<file path="src/core/tlb_regs.svh">
// Purpose: Offsets, fields, reset values and timing counts for the trigger layer bypass control block
// Assumes: APB with 32-bit data, 125 MHz pclk
// Notes:   Included by the tlb_ctrl and tlb_pulse design files of the block
`ifndef TLB_REGS_SVH
`define TLB_REGS_SVH

// Register byte offsets
`define TLB_CTRL_OFF        12'h000
`define TLB_CMD_OFF         12'h004
`define TLB_STAT_OFF        12'h008
`define TLB_LAYER0_OFF      12'h010
`define TLB_LAYER_STRIDE    12'h010
`define TLB_CFG_SUB         12'h000
`define TLB_CNT_SUB         12'h004
`define TLB_DLY_SUB         12'h008

// CTRL fields
`define TLB_CTRL_RUN_BIT    0
`define TLB_CTRL_PROT_BIT   1
// CMD fields (write only, self clearing)
`define TLB_CMD_SKIP_LSB    0
`define TLB_CMD_PRESET_BIT  4
`define TLB_CMD_ERRCLR_BIT  5
`define TLB_CMD_MEAS_DONE   6
// Layer CFG fields
`define TLB_CFG_SRC_LSB     0
`define TLB_CFG_BYP_BIT     4
`define TLB_CFG_ILINE_LSB   8
`define TLB_CFG_OLINE_LSB   12
// STAT fields
`define TLB_STAT_STATE_LSB  0
`define TLB_STAT_SKIPERR    4
`define TLB_STAT_LINEERR    5
`define TLB_STAT_PROTTOK    8
`define TLB_STAT_BYPTOK     16

// Readback tokens
`define TLB_TOK_SPLIT       8'h41
`define TLB_TOK_SHARED      8'h53
`define TLB_TOK_BYP_ON      8'h53
`define TLB_TOK_BYP_OFF     8'h41

// Reset values
`define TLB_ILINE_RST       3'h2
`define TLB_OLINE_RST       3'h1
`define TLB_CNT_RST         16'h0001

// Output pulse width
`define TLB_PULSE_NS        1000
`define TLB_CLK_MHZ         125
`define TLB_PULSE_CYC       ((`TLB_PULSE_NS * `TLB_CLK_MHZ + 999) / 1000)

`endif

</file>
<file path="src/core/tlb_pkg.sv">
// Purpose: Types of the trigger layer bypass control block
// Assumes: Nothing
// Notes:   Constants live in tlb_regs.svh
package tlb_pkg;
  typedef enum logic [2:0] {
    TLB_SRC_IMM, TLB_SRC_EXT, TLB_SRC_BUS, TLB_SRC_MAN, TLB_SRC_HOST, TLB_SRC_TIM
  } tlb_src_t;

  typedef enum {
    TLB_IDLE, TLB_SRC, TLB_DLY, TLB_ACT, TLB_EXIT
  } tlb_state_t;
endpackage

</file>
<file path="src/core/tlb_sync_if.sv">
// Purpose: Carrier between the top and its pin helpers
// Assumes: One clock
// Notes:   Six trigger bus lines
`timescale 1ns/10ps
interface tlb_sync_if;
  logic [5:0] raw;
  logic [5:0] rise;
  logic       ext_raw;
  logic       ext_rise;
  modport pins (input raw, input ext_raw, output rise, output ext_rise);
  modport core (output raw, output ext_raw, input rise, input ext_rise);
endinterface // tlb_sync_if

</file>
<file path="src/core/tlb_ctrl.sv">
// Purpose: Arm, scan and measure layer sequencer with source bypass and skip command
// Assumes: APB slave at 125 MHz; six active-low open-drain trigger bus lines
// Notes:   Layer index 0 arm, 1 scan, 2 measure
`timescale 1ns/10ps
`include "tlb_regs.svh"
module tlb_ctrl #(
  parameter int PULSE_CYC = `TLB_PULSE_CYC
) (
  // Clock and reset
  input  wire logic        pclk,
  input  wire logic        presetn,
  // APB slave
  input  wire logic        psel,
  input  wire logic        penable,
  input  wire logic        pwrite,
  input  wire logic [11:0] paddr,
  input  wire logic [31:0] pwdata,
  output logic [31:0]      prdata,
  output logic             pready,
  output logic             pslverr,
  // Trigger bus, open drain
  input  wire logic [5:0]  tbus_in,
  output logic [5:0]       tbus_out,
  output logic [5:0]       tbus_oe,
  // External trigger input and completion output
  input  wire logic        ext_trig_in,
  output logic             measurement_complete_output,
  // Measurement action handshake
  output logic             meas_start,
  input  wire logic        meas_done
);
  ////////////////////////////////////////////////////////////////////////////
  // Pin capture
  tlb_sync_if sif ();
  assign sif.raw     = tbus_in;
  assign sif.ext_raw = ext_trig_in;
  tlb_pin_sync u_sync (
    .pclk    (pclk),
    .presetn (presetn),
    .sif     (sif)
  );

  ////////////////////////////////////////////////////////////////////////////
  // Configuration registers
  logic                 run_reg;
  logic                 prot_reg;
  tlb_pkg::tlb_src_t    src_reg   [3];
  logic [2:0]           byp_reg;
  logic [2:0]           iline_reg [3];
  logic [2:0]           oline_reg [3];
  logic [15:0]          cnt_reg   [3];
  logic [15:0]          dly_reg   [3];
  logic                 skip_err_reg;
  logic                 line_err_reg;

  function automatic logic [5:0] line_mask(input logic [2:0] ln);
    line_mask = (ln >= 3'h1 && ln <= 3'h6) ? 6'(6'h01 << (ln - 3'h1)) : 6'h00;
  endfunction

  function automatic logic [31:0] layer_off(input int idx, input logic [11:0] sub);
    layer_off = 32'(`TLB_LAYER0_OFF + `TLB_LAYER_STRIDE * idx + sub);
  endfunction

  wire        acc_set  = psel && !penable;
  wire        wr_take  = psel && penable && pwrite;
  wire        hit_ctrl = paddr == `TLB_CTRL_OFF;
  wire        hit_cmd  = paddr == `TLB_CMD_OFF;
  wire        hit_stat = paddr == `TLB_STAT_OFF;
  wire [2:0]  hit_cfg;
  wire [2:0]  hit_cnt;
  wire [2:0]  hit_dly;
  wire [2:0]  w_src    = pwdata[`TLB_CFG_SRC_LSB +: 3];
  wire [2:0]  w_iline  = pwdata[`TLB_CFG_ILINE_LSB +: 3];
  wire [2:0]  w_oline  = pwdata[`TLB_CFG_OLINE_LSB +: 3];
  wire        w_line_ok = (w_iline != w_oline) && line_mask(w_iline) != 6'h00 && line_mask(w_oline) != 6'h00;
  wire        w_src_ok  = w_src <= 3'h5;
  wire        cmd_wr    = wr_take && hit_cmd;
  wire [2:0]  skip_req  = cmd_wr ? pwdata[`TLB_CMD_SKIP_LSB +: 3] : 3'h0;
  wire        preset    = cmd_wr && pwdata[`TLB_CMD_PRESET_BIT];
  wire        err_clr   = cmd_wr && pwdata[`TLB_CMD_ERRCLR_BIT];
  wire        any_hit   = hit_ctrl | hit_cmd | hit_stat | (|hit_cfg) | (|hit_cnt) | (|hit_dly);

  for (genvar g = 0; g < 3; g++) begin : g_dec
    assign hit_cfg[g] = {20'h00000, paddr} == layer_off(g, `TLB_CFG_SUB);
    assign hit_cnt[g] = {20'h00000, paddr} == layer_off(g, `TLB_CNT_SUB);
    assign hit_dly[g] = {20'h00000, paddr} == layer_off(g, `TLB_DLY_SUB);
  end

  // Measure layer in shared mode skips the line check; arm and scan are always split
  function automatic logic cfg_legal(input int idx, input logic shared, input logic ok, input logic srcok);
    cfg_legal = srcok && ((idx == 2 && shared) || ok);
  endfunction

  wire [2:0] cfg_bad;
  for (genvar g = 0; g < 3; g++) begin : g_bad
    assign cfg_bad[g] = wr_take && hit_cfg[g] && !cfg_legal(g, prot_reg, w_line_ok, w_src_ok);
  end

  always_ff @(posedge pclk or negedge presetn) begin
    if (!presetn) begin
      run_reg  <= 1'b0;
      prot_reg <= 1'b0;
      byp_reg  <= 3'h0;
      for (int i = 0; i < 3; i++) begin
        src_reg[i]   <= tlb_pkg::TLB_SRC_IMM;
        iline_reg[i] <= `TLB_ILINE_RST;
        oline_reg[i] <= `TLB_OLINE_RST;
        cnt_reg[i]   <= `TLB_CNT_RST;
        dly_reg[i]   <= 16'h0000;
      end
    end else if (preset) begin
      run_reg  <= 1'b0;
      prot_reg <= 1'b0;
      byp_reg  <= 3'h0;
      for (int i = 0; i < 3; i++) begin
        src_reg[i]   <= tlb_pkg::TLB_SRC_IMM;
        iline_reg[i] <= `TLB_ILINE_RST;
        oline_reg[i] <= `TLB_OLINE_RST;
        cnt_reg[i]   <= `TLB_CNT_RST;
        dly_reg[i]   <= 16'h0000;
      end
    end else if (wr_take) begin
      if (hit_ctrl) begin
        run_reg  <= pwdata[`TLB_CTRL_RUN_BIT];
        prot_reg <= pwdata[`TLB_CTRL_PROT_BIT];
      end
      for (int i = 0; i < 3; i++) begin
        if (hit_cfg[i] && !cfg_bad[i]) begin
          src_reg[i]   <= tlb_pkg::tlb_src_t'(w_src);
          byp_reg[i]   <= pwdata[`TLB_CFG_BYP_BIT];
          iline_reg[i] <= w_iline;
          oline_reg[i] <= w_oline;
        end
        if (hit_cnt[i]) cnt_reg[i] <= pwdata[15:0];
        if (hit_dly[i]) dly_reg[i] <= pwdata[15:0];
      end
    end
  end

  ////////////////////////////////////////////////////////////////////////////
  // Sequencer
  tlb_pkg::tlb_state_t st_reg;
  logic [1:0]          lay_reg;
  logic [15:0]         pass_reg  [3];
  logic [2:0]          first_reg;
  logic [15:0]         wait_reg;
  logic [15:0]         tim_reg;
  logic [2:0]          fire_reg;
  logic                meas_fire_reg;

  wire [5:0]  rise   = sif.rise;
  wire [2:0]  arrive;
  wire [2:0]  waiting;
  wire [2:0]  bypass_now;
  for (genvar g = 0; g < 3; g++) begin : g_evt
    // Shared mode on the measure layer listens on the output line itself
    wire [2:0] in_line = (g == 2 && prot_reg) ? oline_reg[g] : iline_reg[g];
    assign arrive[g] = (src_reg[g] == tlb_pkg::TLB_SRC_IMM) ||
                       (src_reg[g] == tlb_pkg::TLB_SRC_BUS && (rise & line_mask(in_line)) != 6'h00) ||
                       (src_reg[g] == tlb_pkg::TLB_SRC_EXT && sif.ext_rise) ||
                       (src_reg[g] == tlb_pkg::TLB_SRC_TIM && g != 0 && tim_reg == 16'h0000);
    assign waiting[g]    = st_reg == tlb_pkg::TLB_SRC && lay_reg == 2'(g);
    assign bypass_now[g] = byp_reg[g] && first_reg[g] &&
                           (src_reg[g] == tlb_pkg::TLB_SRC_EXT || src_reg[g] == tlb_pkg::TLB_SRC_BUS);
  end

  wire [2:0] skip_bad = skip_req & ~waiting;
  wire       lay_go   = arrive[lay_reg] || skip_req[lay_reg];
  wire       lay_done = pass_reg[lay_reg] + 16'h0001 >= cnt_reg[lay_reg];

  always_ff @(posedge pclk or negedge presetn) begin
    if (!presetn) begin
      st_reg        <= tlb_pkg::TLB_IDLE;
      lay_reg       <= 2'h0;
      first_reg     <= 3'h7;
      wait_reg      <= 16'h0000;
      tim_reg       <= 16'h0000;
      fire_reg      <= 3'h0;
      meas_fire_reg <= 1'b0;
      meas_start    <= 1'b0;
      for (int i = 0; i < 3; i++) pass_reg[i] <= 16'h0000;
    end else begin
      fire_reg      <= 3'h0;
      meas_fire_reg <= 1'b0;
      meas_start    <= 1'b0;
      tim_reg       <= tim_reg != 16'h0000 ? tim_reg - 16'h0001 : dly_reg[lay_reg];
      unique case (st_reg)
        tlb_pkg::TLB_IDLE: begin
          first_reg <= 3'h7;
          lay_reg   <= 2'h0;
          if (run_reg) st_reg <= tlb_pkg::TLB_SRC;
        end
        tlb_pkg::TLB_SRC: begin
          if (bypass_now[lay_reg]) begin
            first_reg[lay_reg] <= 1'b0;
            wait_reg           <= 16'h0000;
            st_reg             <= lay_reg == 2'h0 ? tlb_pkg::TLB_ACT : tlb_pkg::TLB_DLY;
          end else if (lay_go) begin
            first_reg[lay_reg] <= 1'b0;
            wait_reg           <= lay_reg == 2'h0 ? 16'h0000 : dly_reg[lay_reg];
            st_reg             <= tlb_pkg::TLB_DLY;
          end
        end
        tlb_pkg::TLB_DLY: begin
          if (wait_reg != 16'h0000) begin
            wait_reg <= wait_reg - 16'h0001;
          end else begin
            st_reg <= tlb_pkg::TLB_ACT;
          end
        end
        tlb_pkg::TLB_ACT: begin
          if (lay_reg != 2'h2) begin
            // Descend into the enclosed layer, which starts a fresh first pass
            fire_reg[lay_reg] <= byp_reg[lay_reg];
            first_reg[lay_reg + 2'h1] <= 1'b1;
            pass_reg[lay_reg + 2'h1]  <= 16'h0000;
            lay_reg  <= lay_reg + 2'h1;
            st_reg   <= tlb_pkg::TLB_SRC;
          end else begin
            // Drop the request on the edge that takes done, so one action is asked once
            meas_start <= !meas_done;
            if (meas_done) begin
              meas_fire_reg <= 1'b1;
              st_reg        <= tlb_pkg::TLB_EXIT;
            end
          end
        end
        tlb_pkg::TLB_EXIT: begin
          if (!lay_done) begin
            pass_reg[lay_reg] <= pass_reg[lay_reg] + 16'h0001;
            st_reg            <= tlb_pkg::TLB_SRC;
          end else if (lay_reg == 2'h0) begin
            st_reg <= tlb_pkg::TLB_IDLE;
          end else begin
            lay_reg <= lay_reg - 2'h1;
          end
        end
      endcase
      if (!run_reg) st_reg <= tlb_pkg::TLB_IDLE;
    end
  end

  ////////////////////////////////////////////////////////////////////////////
  // Output routing
  logic [2:0] lay_pulse;
  for (genvar g = 0; g < 3; g++) begin : g_pulse
    tlb_pulse #(.WIDTH(PULSE_CYC)) u_pulse (
      .pclk    (pclk),
      .presetn (presetn),
      .fire    (g == 2 ? meas_fire_reg : fire_reg[g]),
      .pulse   (lay_pulse[g])
    );
  end

  logic [5:0] drive;
  logic       comp;
  always_comb begin
    drive = 6'h00;
    comp  = 1'b0;
    for (int i = 0; i < 3; i++) begin
      if (src_reg[i] == tlb_pkg::TLB_SRC_BUS) drive = drive | (lay_pulse[i] ? line_mask(oline_reg[i]) : 6'h00);
      else comp = comp | lay_pulse[i];
    end
  end

  always_ff @(posedge pclk or negedge presetn) begin
    if (!presetn) begin
      tbus_out                    <= 6'h00;
      tbus_oe                     <= 6'h00;
      measurement_complete_output <= 1'b0;
      skip_err_reg                <= 1'b0;
      line_err_reg                <= 1'b0;
    end else begin
      tbus_out                    <= 6'h00;
      tbus_oe                     <= drive;
      measurement_complete_output <= comp;
      skip_err_reg                <= (|skip_bad) || (skip_err_reg && !err_clr);
      line_err_reg                <= (|cfg_bad) || (line_err_reg && !err_clr);
    end
  end

  ////////////////////////////////////////////////////////////////////////////
  // APB read and answer; always zero wait states
  logic [31:0] rd;
  always_comb begin
    rd = 32'h00000000;
    if (hit_ctrl) rd = {30'h0, prot_reg, run_reg};
    if (hit_stat) rd = {8'h00, (byp_reg[2] ? `TLB_TOK_BYP_ON : `TLB_TOK_BYP_OFF),
                        (prot_reg ? `TLB_TOK_SHARED : `TLB_TOK_SPLIT),
                        2'h0, line_err_reg, skip_err_reg, 1'b0, 3'(st_reg)};
    for (int i = 0; i < 3; i++) begin
      if (hit_cfg[i]) rd = {17'h0, oline_reg[i], 1'b0, iline_reg[i], 3'h0, byp_reg[i], 1'b0, 3'(src_reg[i])};
      if (hit_cnt[i]) rd = {16'h0, cnt_reg[i]};
      if (hit_dly[i]) rd = {16'h0, dly_reg[i]};
    end
  end

  always_ff @(posedge pclk or negedge presetn) begin
    if (!presetn) begin
      prdata  <= 32'h00000000;
      pready  <= 1'b0;
      pslverr <= 1'b0;
    end else begin
      pready  <= acc_set;
      pslverr <= acc_set && (!any_hit || (pwrite && |hit_cfg && !cfg_legal(32'(paddr[5:4]) - 1, prot_reg, w_line_ok, w_src_ok)));
      if (acc_set) prdata <= rd;
    end
  end
endmodule // tlb_ctrl

</file>
<file path="src/core/tlb_pin_sync.sv">
// Purpose: Three-stage capture of the bus lines and the external trigger
// Assumes: Inputs are asynchronous to pclk
// Notes:   Edge counts when stages two and three agree; stage one feeds only stage two
`timescale 1ns/10ps
module tlb_pin_sync (
  // Clock and reset
  input  wire logic pclk,
  input  wire logic presetn,
  // Carrier
  tlb_sync_if.pins  sif
);
  logic [6:0] s1_reg;
  logic [6:0] s2_reg;
  logic [6:0] s3_reg;
  logic [6:0] lvl_reg;
  logic [6:0] agree;
  logic [6:0] lvl_next;

  assign agree    = ~(s2_reg ^ s3_reg);
  assign lvl_next = (agree & s3_reg) | (~agree & lvl_reg);
  // Bus lines are active low, so a fall of the line is an incoming trigger
  assign sif.rise     = lvl_reg[5:0] & ~lvl_next[5:0];
  assign sif.ext_rise = lvl_next[6] & ~lvl_reg[6];

  always_ff @(posedge pclk or negedge presetn) begin
    if (!presetn) begin
      s1_reg  <= 7'h3f;
      s2_reg  <= 7'h3f;
      s3_reg  <= 7'h3f;
      lvl_reg <= 7'h3f;
    end else begin
      s1_reg  <= {sif.ext_raw, sif.raw};
      s2_reg  <= s1_reg;
      s3_reg  <= s2_reg;
      lvl_reg <= lvl_next;
    end
  end
endmodule // tlb_pin_sync

</file>
<file path="src/core/tlb_pulse.sv">
// Purpose: Stretches a one-cycle fire request into a fixed-width pulse
// Assumes: Requests closer than the width merge
// Notes:   Output is a register
`timescale 1ns/10ps
`include "tlb_regs.svh"
module tlb_pulse #(
  parameter int WIDTH = `TLB_PULSE_CYC
) (
  // Clock and reset
  input  wire logic pclk,
  input  wire logic presetn,
  // Request and pulse
  input  wire logic fire,
  output logic      pulse
);
  logic [15:0] cnt_reg;

  always_ff @(posedge pclk or negedge presetn) begin
    if (!presetn) begin
      cnt_reg <= 16'h0000;
      pulse   <= 1'b0;
    end else begin
      cnt_reg <= fire ? 16'(WIDTH) : (cnt_reg != 16'h0000 ? cnt_reg - 16'h0001 : 16'h0000);
      pulse   <= fire || cnt_reg > 16'h0001;
    end
  end
endmodule // tlb_pulse

</file>
<file path="config.mk">
export PLATFORM = sky130hd
export DESIGN_NAME = tlb_ctrl
export DESIGN_NICKNAME = d
export VERILOG_FILES = /design/src/core/tlb_pkg.sv /design/src/core/tlb_sync_if.sv /design/src/core/tlb_ctrl.sv /design/src/core/tlb_pin_sync.sv /design/src/core/tlb_pulse.sv
export VERILOG_INCLUDE_DIRS = /design/src /design/src/core
export SDC_FILE = /design/constraint.sdc
export NUM_CORES = 1
export LEC_CHECK = 0
export BUFFER_PORTS_ARGS = -buffer_cell sky130_fd_sc_hd__buf_2
export CAP_MARGIN = 20
export CORE_UTILIZATION = 46
export CTS_CLUSTER_SIZE = 30
export DETAILED_ROUTE_END_ITERATION = 12
export REMOVE_ABC_BUFFERS = 1
export SKIP_LAST_GASP = 1
export SYNTH_ARGS = -nofsm -noshare
export SYNTH_HDL_FRONTEND = slang
export SYNTH_SLANG_ARGS = --single-unit
</file>
<file path="constraint.sdc">
create_clock -name pclk -period 6.2 [get_ports pclk]
set_input_delay 1.24 -clock pclk [delete_from_list [all_inputs] [get_ports pclk]]
set_output_delay 1.24 -clock pclk [all_outputs]
set_load 0.01 [all_outputs]
</file>
; Yosys cells after proc, flatten, opt, wreduce, memory -nomap -nowiden
; Index checks and enable logic that the tools add are counted.
[totals]
register_bits = 371
input_bits = 57
output_inout_bits = 48
[classes]
n_addsub = 17
n_lt_le_gt_ge = 29
eq_ne = 39
n_shift = 8
muxes = 134
bitwise = 32
reduce_logical = 137
[ops]
columns = cell, count
row1 = two-way mux 32 bit, 18
row2 = two-way mux 16 bit, 25
row3 = two-way mux 48 bit, 6
row4 = case mux 32 bit (5 select lines), 1
row5 = binary-select mux 16 bit (select 2 bit), 3
row6 = == test 32 x 2 -> 1 bit (second input constant), 3
row7 = case mux 48 bit (2 select lines), 1
row8 = two-way mux 6 bit, 14
row9 = nonzero test 16 bit, 5
row10 = subtractor 16 x 1 -> 16 bit (second input constant), 5
row11 = == test 12 x 6 -> 1 bit (second input constant), 6
row12 = demux 16 bit (select 2 bit), 2
row13 = logical AND 1 bit, 55
row14 = two-way mux 9 bit, 6
row15 = bitwise AND 48 bit, 1
row16 = bitwise mux 48 bit, 1
row17 = greater-than comparator 16 x 1 -> 1 bit (second input constant), 3
row18 = two-way mux 3 bit, 16
row19 = inverter 48 bit, 1
row20 = << shifter 1 x 3 -> 6 bit (first input constant), 8
row21 = == test 12 x 5 -> 1 bit (second input constant), 3
row22 = == test 32 x 1 -> 1 bit (second input constant), 1
row23 = == test 32 x 3 -> 1 bit (second input constant), 1
row24 = logical NOT 32 bit, 1
row25 = other kinds (59), 210

; Depth between registers and ports, before layout
; Gate-level depths: netlist of run 1.
[logic_depth]
depth_word = 20
depth_mapped = 18
depth_no_buf = 15

; Cells and area by module
; Synthesis of run 1 repeated with hierarchy kept, for this count alone.
[unflattened]
hier_cells = 1897
hier_area_um2 = 18114.9
[by_module_without_submodules]
columns = mod, instances, cells_per_inst, area_per_inst_um2, seq_area_each_um2
row1 = tlb_ctrl, 1, 1607, 14542.7, 6246.0
row2 = tlb_pulse (g_pulse[0].u_pulse ...), 2, 83, 905.9, 425.4
row3 = tlb_pulse (g_pulse[2].u_pulse), 1, 82, 897.1, 425.4
row4 = tlb_pin_sync, 1, 42, 863.3, 730.7

; Worst setup path before layout of run 1
; No wires, ideal clock.
[synth_timing]
path_kind = reg-to-reg
start = reg lay_reg[1]
end = reg pass_reg[36] (netlist name)
t_arrival_ps = 3846
required_time_ps = 6065
slack_ps = 2220
stages_incl_launch_ff = 19
path_buffers = 3
synth_period_minus_slack_ps = 3980
path_cell_list = dfrtp_1 > buf_4 > and2b_1 > buf_2 > o2bb2ai_1 > ha_1 > and4_1 > nand2_1 > nor3_1 > xnor2_1 > inv_1 > ha_1 > nand4_1 > a211oi_1 > a2111oi_0 > nand2_1 > clkbuf_1 > nand3_1 > o21ai_0
[synth_via]
elab_chain_len = 10
word_cells_on_any_way = 31
classes_between = 2 x add/sub / 5 x order compare / 3 x eq/ne / 14 x mux / 4 x bitwise / 3 x reduce/logical
[synth_lines]
columns = element, line_no
row1 = from (decl), tlb_ctrl.sv:143  ; logic [1:0] lay_reg;
row2 = from (signal assigned), tlb_ctrl.sv:217  ; lay_reg <= lay_reg + 2'h1;
row3 = from (signal assigned), tlb_ctrl.sv:235  ; lay_reg <= lay_reg - 2'h1;
row4 = "parallel branches: the longest is 10 deep, another holds adder 16 x 1 -> 16 bit", n/a
row5 = "to (signal, indexed assignment)", tlb_ctrl.sv:230  ; pass_reg[lay_reg] <= pass_reg[lay_reg] + 16'h0001;
row6 = to (decl), tlb_ctrl.sv:144  ; logic [15:0] pass_reg [3];
; Several ways; the timed one is not identified. The select of a mux whose other input is x is not followed.
; A chain may end at the register's enable or synchronous reset.

; Worst setup path in the final report of run 1
[layout_timing]
start = reg lay_reg[1]
end = reg pass_reg[4] (netlist name)
; The elaborated chain is that of the path after synthesis.

==> results of run 1 <==
==> synth_stat cells (all sizes together) (29+ instances only) <==
| master | number |
|---|---|
| inv | 45 |
| o21ai | 96 |
| xnor2 | 40 |
| buf | 75 |
| ha | 40 |
| nand2 | 197 |
| nand3 | 84 |
| dfstp | 36 |
| nor2 | 256 |
| mux2i | 143 |
| clkbuf | 66 |
| nor3 | 46 |
| dfrtp | 292 |
| xor2 | 29 |
| a21oi | 140 |
==> power groups by stage <==
stage	clock [W]	sequential (W)	combinational [W]
floorplan	0	0.00233	0.000162
global placement	0	0.00234	0.000303
detailed placement	0	0.00235	0.000310
CTS	0.00227	0.00231	0.000312
global route	0.00235	0.00232	0.000349
finish	0.00223	0.00231	0.000309
==> cells in the final DEF, fill, tap and decap left out, types with 8 or more instances in the layout <==
| cell type | netlist | layout |
|---|---|---|
| o2bb2ai_1 | 15 | 15 |
| a31oi_1 | 17 | 17 |
| a221oi_1 | 12 | 12 |
| and4_1 | 9 | 9 |
| a21oi_1 | 140 | 140 |
| nor2_1 | 251 | 251 |
| dfstp_2 | 36 | 36 |
| xnor2_1 | 40 | 40 |
| nand4_1 | 16 | 16 |
| o21bai_1 | 17 | 17 |
| or2_2 | 9 | 9 |
| clkbuf_1 | 65 | 13 |
| nor3b_1 | 8 | 8 |
| clkbuf_16 | 0 | 41 |
| o21ai_0 | 85 | 85 |
| buf_4 | 32 | 20 |
| a22oi_1 | 9 | 9 |
| nor4_1 | 16 | 15 |
| nand2b_1 | 12 | 12 |
| nand2_1 | 197 | 197 |
| o31ai_1 | 17 | 17 |
| a211oi_1 | 8 | 8 |
| and3_1 | 14 | 14 |
| conb_1 | 1 | 18 |
| buf_2 | 31 | 69 |
| nand3_1 | 84 | 84 |
| mux2i_1 | 143 | 143 |
| xor2_1 | 29 | 29 |
| o21ai_2 | 10 | 10 |
| inv_1 | 45 | 45 |
| or3_1 | 17 | 17 |
| dfrtp_1 | 292 | 290 |
| ha_1 | 40 | 40 |
| nor3_1 | 41 | 39 |
==> routing by layer <==
| metal | wire length (um) | vias to the layer above | global-route usage [%] |
|---|---|---|---|
| met5 | 45 | - | 0 |
| met4 | 1810 | 6 | 10.2 |
| met3 | 4770 | 101 | 6.57 |
| met2 | 23100 | 575 | 40.5 |
| met1 | 22900 | 7137 | 37.7 |
| li1 | - | 6790 | - |
==> layout make-up <==
cell class                      count  area, sq um
Multi-Input combinational cell   1426         8970
Sequential cell                   328         8260
Fill cell                        3617        18800
Inverter                           46          173
Timing Repair Buffer               93          562
Antenna cell                        2         5.00
Tap cell                          518          648
Clock buffer                       61         1170
Clock inverter                      5         52.6
==> how the worst max path moves through the flow <==
stage	startpoint	end	slack [ns]	depth (start not counted)
after floorplan	lay_reg[1]$_DFFE_PN0P_	pass_reg[36]$_DFFE_PN0P_	0.30	14
after global placement	lay_reg[1]$_DFFE_PN0P_	pass_reg[0]$_DFFE_PN0P_	1.17	15
after detailed placement	lay_reg[1]$_DFFE_PN0P_	pass_reg[4]$_DFFE_PN0P_	1.06	15
after CTS	lay_reg[1]$_DFFE_PN0P_	pass_reg[4]$_DFFE_PN0P_	1.04	15
after global routing	lay_reg[1]$_DFFE_PN0P_	pass_reg[32]$_DFFE_PN0P_	0.62	15
final	lay_reg[1]$_DFFE_PN0P_	pass_reg[4]$_DFFE_PN0P_	0.94	15
==> kinds of logic after synthesis <==
group	Yosys count	synth area share, %
AO/OA/AOI/OAI	404	14.5
XOR/XNOR	69	3.36
adder cells (fa/ha/maj)	47	3.17
buffers and inverters	187	4.88
flip-flops	328	45.9
multiplexers	148	8.38
other	1	0.0208
AND/OR/NAND/NOR	740	19.8
==> through the flow <==
step / power, W / hold slack (ns)
CTS: 0.00489 / 0.356
global route: 0.00502 / 0.357
finish: 0.00485 / 0.352
detailed placement: 0.00266 / 0.335
floorplan: 0.00249 / 0.331
global placement: 0.00264 / 0.333
==> flow_metrics.py, run 1 <==
metrics = {
    "outcome": {
        "outcome": "completed",
    },
    "finish": {
        "syn_to_final_growth_pct": 10.3,
        "utilization_pct": 51.3,
        "final_cell_count_no_fill": 2479,
        "layout-drive-gt1-share_pct": 12.0,
        "nets": 2030,
        "final_cell_area_sq_mm": 0.0198,
    },
    "power": {
        "p_comb_share_pct": 6.4,
        "peakVddDrop_mv": 0.172,
        "p_sw_share_pct": 24.4,
        "switching_power_w": 0.00118,
        "sequentialPowerShare_pct": 47.7,
        "internal-power_w": 0.00366,
        "power.density_mw_per_mm2": 244,
        "leakage_nw": 8.77,
        "power_frac_clock_pct": 45.9,
    },
    "grt": {
        "grt_usage_pct": 27.0,
        "grt-ovfl-total": 0,
        "grt_pass1_wl_um": 81800,
        "grt_pass1_vias": 14000,
        "grt_start_max_net_pins": 135,
        "antenna_found_initial": 6,
    },
    "floorplanning": {
        "die-area_sq_mm": 0.0399,
        "rows": 72,
        "die_h_um": 200,
        "core-area_sq_mm": 0.0386,
        "io_pins": 105,
        "die_x_um": 200,
        "start_util_pct": 46.5,
    },
    "detailed_routing": {
        "drt-initial-drc-count": 1283,
        "num_vias": 14600,
        "post_drt_wl_per_cell_um": 21.2,
        "drtAntennaViolNets": 0,
        "via_per_inst": 5.89,
        "drcViolationCount": 0,
        "drt_pass1_iterations": 5,
        "routed_wl_um": 52600,
    },
    "min_path": {
        "holdPathStages": 0,
        "holdCritStartpoint": "u_sync.s1_reg[6]$_DFF_PN0_",
        "whs_endpoint": "u_sync.s2_reg[6]$_DFF_PN0_",
        "hold_path_class": "reg -> reg",
    },
    "setup_path": {
        "endpoint_kind": "flip-flop",
        "cp.required_ns": 6.62,
        "reg2reg_slack_ns": 0.94,
        "crit_arrival_ns": 5.68,
        "worstSetupPathType": "reg -> reg",
        "startpoint_type": "flip-flop",
        "crit_chain": "and2b_2, o2bb2ai_1, nand4_1, nor3_1, nand3_1, xnor2_1, inv_1, ha_1, nand4_1, a211oi_1, a2111oi_0, nand2_1, buf_4, nand3_1, o21ai_0",
        "path_buf_inv": 2,
        "critPathTopFamily": "simple AND/OR/NAND/NOR gates",
        "slowest_stage": "a2111oi_0",
        "reg2reg_from": "lay_reg[1]$_DFFE_PN0P_",
        "slowest_delay_ns": 0.78,
        "rr_worst_depth": 15,
        "timing.rr.end": "pass_reg[4]$_DFFE_PN0P_",
        "cp_max_fo": 32,
    },
    "timing": {
        "finalSetupViolations": 0,
        "finalHoldViolations": 0,
        "slew_viol_final": 0,
        "layout_setup_ws_ns": 0.938,
        "fin_crit_sh_pct": 84.9,
        "tns_ns": 0,
        "slew_headroom_pct": 27.5,
        "skew_ns": 0.0211,
        "rsz0062_at_grt": "no",
        "worst_pin_slew_ns": 1.08,
        "clock.fmax_mhz": 190,
        "fin_crit_ns": 5.26,
    },
    "clock_network": {
        "cts-resized-gates": 0,
        "insertion_delay_ns": 0.56,
        "clockBufferDepth": 3,
        "cts_hold_buf": 0,
        "path_clk_slew_ns": 0.06,
        "clock_tree.root_cell": "clkbuf_16",
        "cts_setup_buffers": 0,
        "numCtsBuffers": 38,
        "h-tree-depth": 2,
        "cts_tree": "yes",
        "clock-sinks": 328,
    },
    "placement": {
        "dp_hpwl_um": 35100,
        "pre_cts_slack_ns": 1.06,
        "gp_congestion": 0.913,
        "dpl-instance-area_sq_mm": 0.0186,
        "place_inst": 2411,
        "portBuffers": 70,
    },
    "synthesis": {
        "yosysTopAreaCellShare_pct": 40.6,
        "ys_seq_area_share_pct": 45.9,
        "ys_seq_elements": 328,
        "netlist_area_sq_mm": 0.0180,
        "synth_flop_cell": "dfrtp_1",
        "syn_area_per_cell_sq_um": 9.35,
        "yosysTopAreaCell": "dfrtp_1",
        "synth_area_leaders": "dfrtp_1 41%, mux2i_1 8.0%, dfstp_2 5.3%, nor2_1 5.2%, nand2_1 4.1%",
        "syn_inst": 1924,
        "netlist-cell-type-count": 90,
        "synth_enable_flop_cells": 0,
        "synth_warnings": 0,
        "async_flop_share_pct": 100,
    },
    "run": {
        "drv_cap": 0,
    },
}
Note: power is estimated with default switching activity, not from simulation.
==> run 2, diff against run 1 <==
--- a/config.mk
+++ b/config.mk
@@ -11,6 +11,7 @@
 export CORE_UTILIZATION = 46
 export CTS_CLUSTER_SIZE = 30
 export DETAILED_ROUTE_END_ITERATION = 12
+export PLACE_DENSITY = 0.65
 export REMOVE_ABC_BUFFERS = 1
 export SKIP_LAST_GASP = 1
 export SYNTH_ARGS = -nofsm -noshare
==> constraint.sdc (replaced) <==
create_clock -name pclk -period 4.7 [get_ports pclk]
set_input_delay 0.94 -clock pclk [delete_from_list [all_inputs] [get_ports pclk]]
set_output_delay 0.94 -clock pclk [all_outputs]
set_load 0.01 [all_outputs]
==> run 2 against run 1 <==
Via count up 1.3%; worst hold slack improved by 0.0031 ns; register-to-register slack got worse by 0.81 ns; largest power group is now the clock network.
==> flow_metrics.py, run 2 (synthesis results as in run 1) <==
metrics = {
    "finish": {
        "final_common_cell": "dfrtp_1",
        "utilization_pct": 52.1,
        "layout-drive-gt1-share_pct": 13.6,
        "syn_to_final_growth_pct": 12.0,
        "mostFrequentLayoutCells": "290 x dfrtp_1, 251 x nor2_1, 197 x nand2_1, 142 x mux2i_1, 140 x a21oi_1",
        "nets": 2054,
        "final_cell_count_no_fill": 2503,
    },
    "setup_path": {
        "cp.required_ns": 5.16,
        "startpoint_type": "flip-flop",
        "crit_arrival_ns": 5.03,
        "cp_max_fo": 13,
        "endpoint_kind": "flip-flop",
        "worstSetupPathType": "reg -> reg",
    },
    "detailed_routing": {
        "drt_pass1_iterations": 7,
        "drcViolationCount": 0,
        "num_vias": 14800,
        "drt-initial-drc-count": 1460,
        "via_per_inst": 5.91,
        "routed_wl_um": 52600,
        "post_drt_wl_per_cell_um": 21.0,
        "drtAntennaViolNets": 0,
    },
    "timing": {
        "finalSetupViolations": 0,
        "slew_headroom_pct": 33.0,
        "skew_ns": 0.0199,
        "fin_crit_sh_pct": 97.3,
        "slew_viol_final": 0,
        "rsz0062_at_grt": "yes",
        "clock.fmax_mhz": 219,
        "fin_crit_ns": 4.57,
        "worst_pin_slew_ns": 0.997,
        "finalHoldViolations": 0,
    },
    "clock_network": {
        "cts_tree": "yes",
        "clock_tree.root_cell": "clkbuf_16",
        "clock-sinks": 328,
        "insertion_delay_ns": 0.54,
        "path_clk_slew_ns": 0.06,
        "cts_hold_buf": 0,
        "clockBufferDepth": 3,
        "h-tree-depth": 2,
        "numCtsBuffers": 38,
    },
    "floorplanning": {
        "die_h_um": 200,
        "rows": 72,
        "core-area_sq_mm": 0.0386,
        "die-area_sq_mm": 0.0399,
        "die_x_um": 200,
        "io_pins": 105,
        "start_util_pct": 46.5,
    },
    "placement": {
        "portBuffers": 70,
        "dp_hpwl_um": 36200,
        "place_inst": 2435,
        "gp_congestion": 0.966,
    },
    "power": {
        "peakVddDrop_mv": 0.280,
        "leakage_nw": 8.96,
        "power.density_mw_per_mm2": 325,
    },
    "grt": {
        "grt_pass1_vias": 14400,
        "grt_start_max_net_pins": 122,
        "grt-ovfl-total": 0,
        "antenna_found_initial": 3,
        "grt_usage_pct": 26.8,
        "grt_pass1_wl_um": 82100,
    },
    "outcome": {
        "outcome": "completed",
    },
    "run": {
        "drv_cap": 0,
    },
    "min_path": {
        "hold_path_class": "reg -> reg",
    },
}
run 2: changes by cell type in the layout (fill, tap and decap cells not counted), moves of 2 or more:
cell	change
buf_12	+2
buf_4	+22
clkbuf_1	-8
clkbuf_16	+3
clkbuf_8	+3
run 2: critical path: stages (launching register included):
cell	delay, ns
dfrtp_4	0.60
and2b_2	0.42
o2bb2ai_1	0.28
ha_1	0.31
and4_1	0.26
nand2_1	0.10
nor3_1	0.26
xnor2_1	0.23
inv_1	0.10
ha_1	0.31
nand4_1	0.13
a211oi_1	0.32
a211o_1	0.33
or3b_2	0.48
or3b_1	0.19
mux2i_1	0.17
run 2: final timing paths:
check / to / depth (start not counted) / slack [ns] / from
max in group asynchronous: g_pulse[2].u_pulse.cnt_reg[6]$_DFF_PN0_ / 2 / 3.13 / presetn
min reg2reg: u_sync.s2_reg[4]$_DFF_PN1_ / 0 / 0.36 / u_sync.s1_reg[4]$_DFF_PN1_
max: st_reg[0]$_DFFE_PN0P_ / 15 / 0.13 / lay_reg[1]$_DFFE_PN0P_
max reg2reg: st_reg[0]$_DFFE_PN0P_ / 15 / 0.13 / lay_reg[1]$_DFFE_PN0P_
min in group asynchronous: pass_reg[32]$_DFFE_PN0P_ / 1 / 0.51 / presetn
min: u_sync.s2_reg[4]$_DFF_PN1_ / 0 / 0.36 / u_sync.s1_reg[4]$_DFF_PN1_
run 2: metal layers:
layer	GRT usage (%)	wire length, um
met5	0	27
met4	10.7	2060
met3	5.06	4170
met2	41.8	23800
met1	36.7	22600
run 2: area by class of cell:
class / instances / area [sq um]
fillers: 3514 / 18500
multi-input cells: 1426 / 8970
flip-flops and latches: 328 / 8260
clock buffers: 59 / 1260
repair buffers: 117 / 767
well taps: 518 / 648
inverters: 46 / 173
clock inverters: 8 / 71.3
diodes: 1 / 2.50
run 2: repair_timing:
action                     CTS  global route
setup endpoints to repair    0            18
setup buffers                0             0
resized for setup            0             3
run 2: through the flow:
step | total power (W) | TNS [ns] | setup slack [ns] | hold WS [ns] | cell area [sq um]
after detailed placement | 0.00351 | 0 | 0.189 | 0.347 | 18800
after CTS | 0.00660 | 0 | 0.126 | 0.356 | 20100
after global routing | 0.00678 | -0.0212 | -0.0188 | 0.358 | 20100
final | 0.00656 | 0 | 0.127 | 0.356 | 20100
after global placement | 0.00349 | 0 | 0.341 | 0.346 | 18800
after floorplan | 0.00329 | -59.70 | -1.20 | 0.331 | 17300
run 2: power breakdown:
part           leakage (nW)  switching, W  internal, W
Clock                 0.655       0.00120      0.00189
Sequential             4.37      0.000114      0.00294
Combinational          3.94      0.000266     0.000148
Total                  8.96       0.00158      0.00498
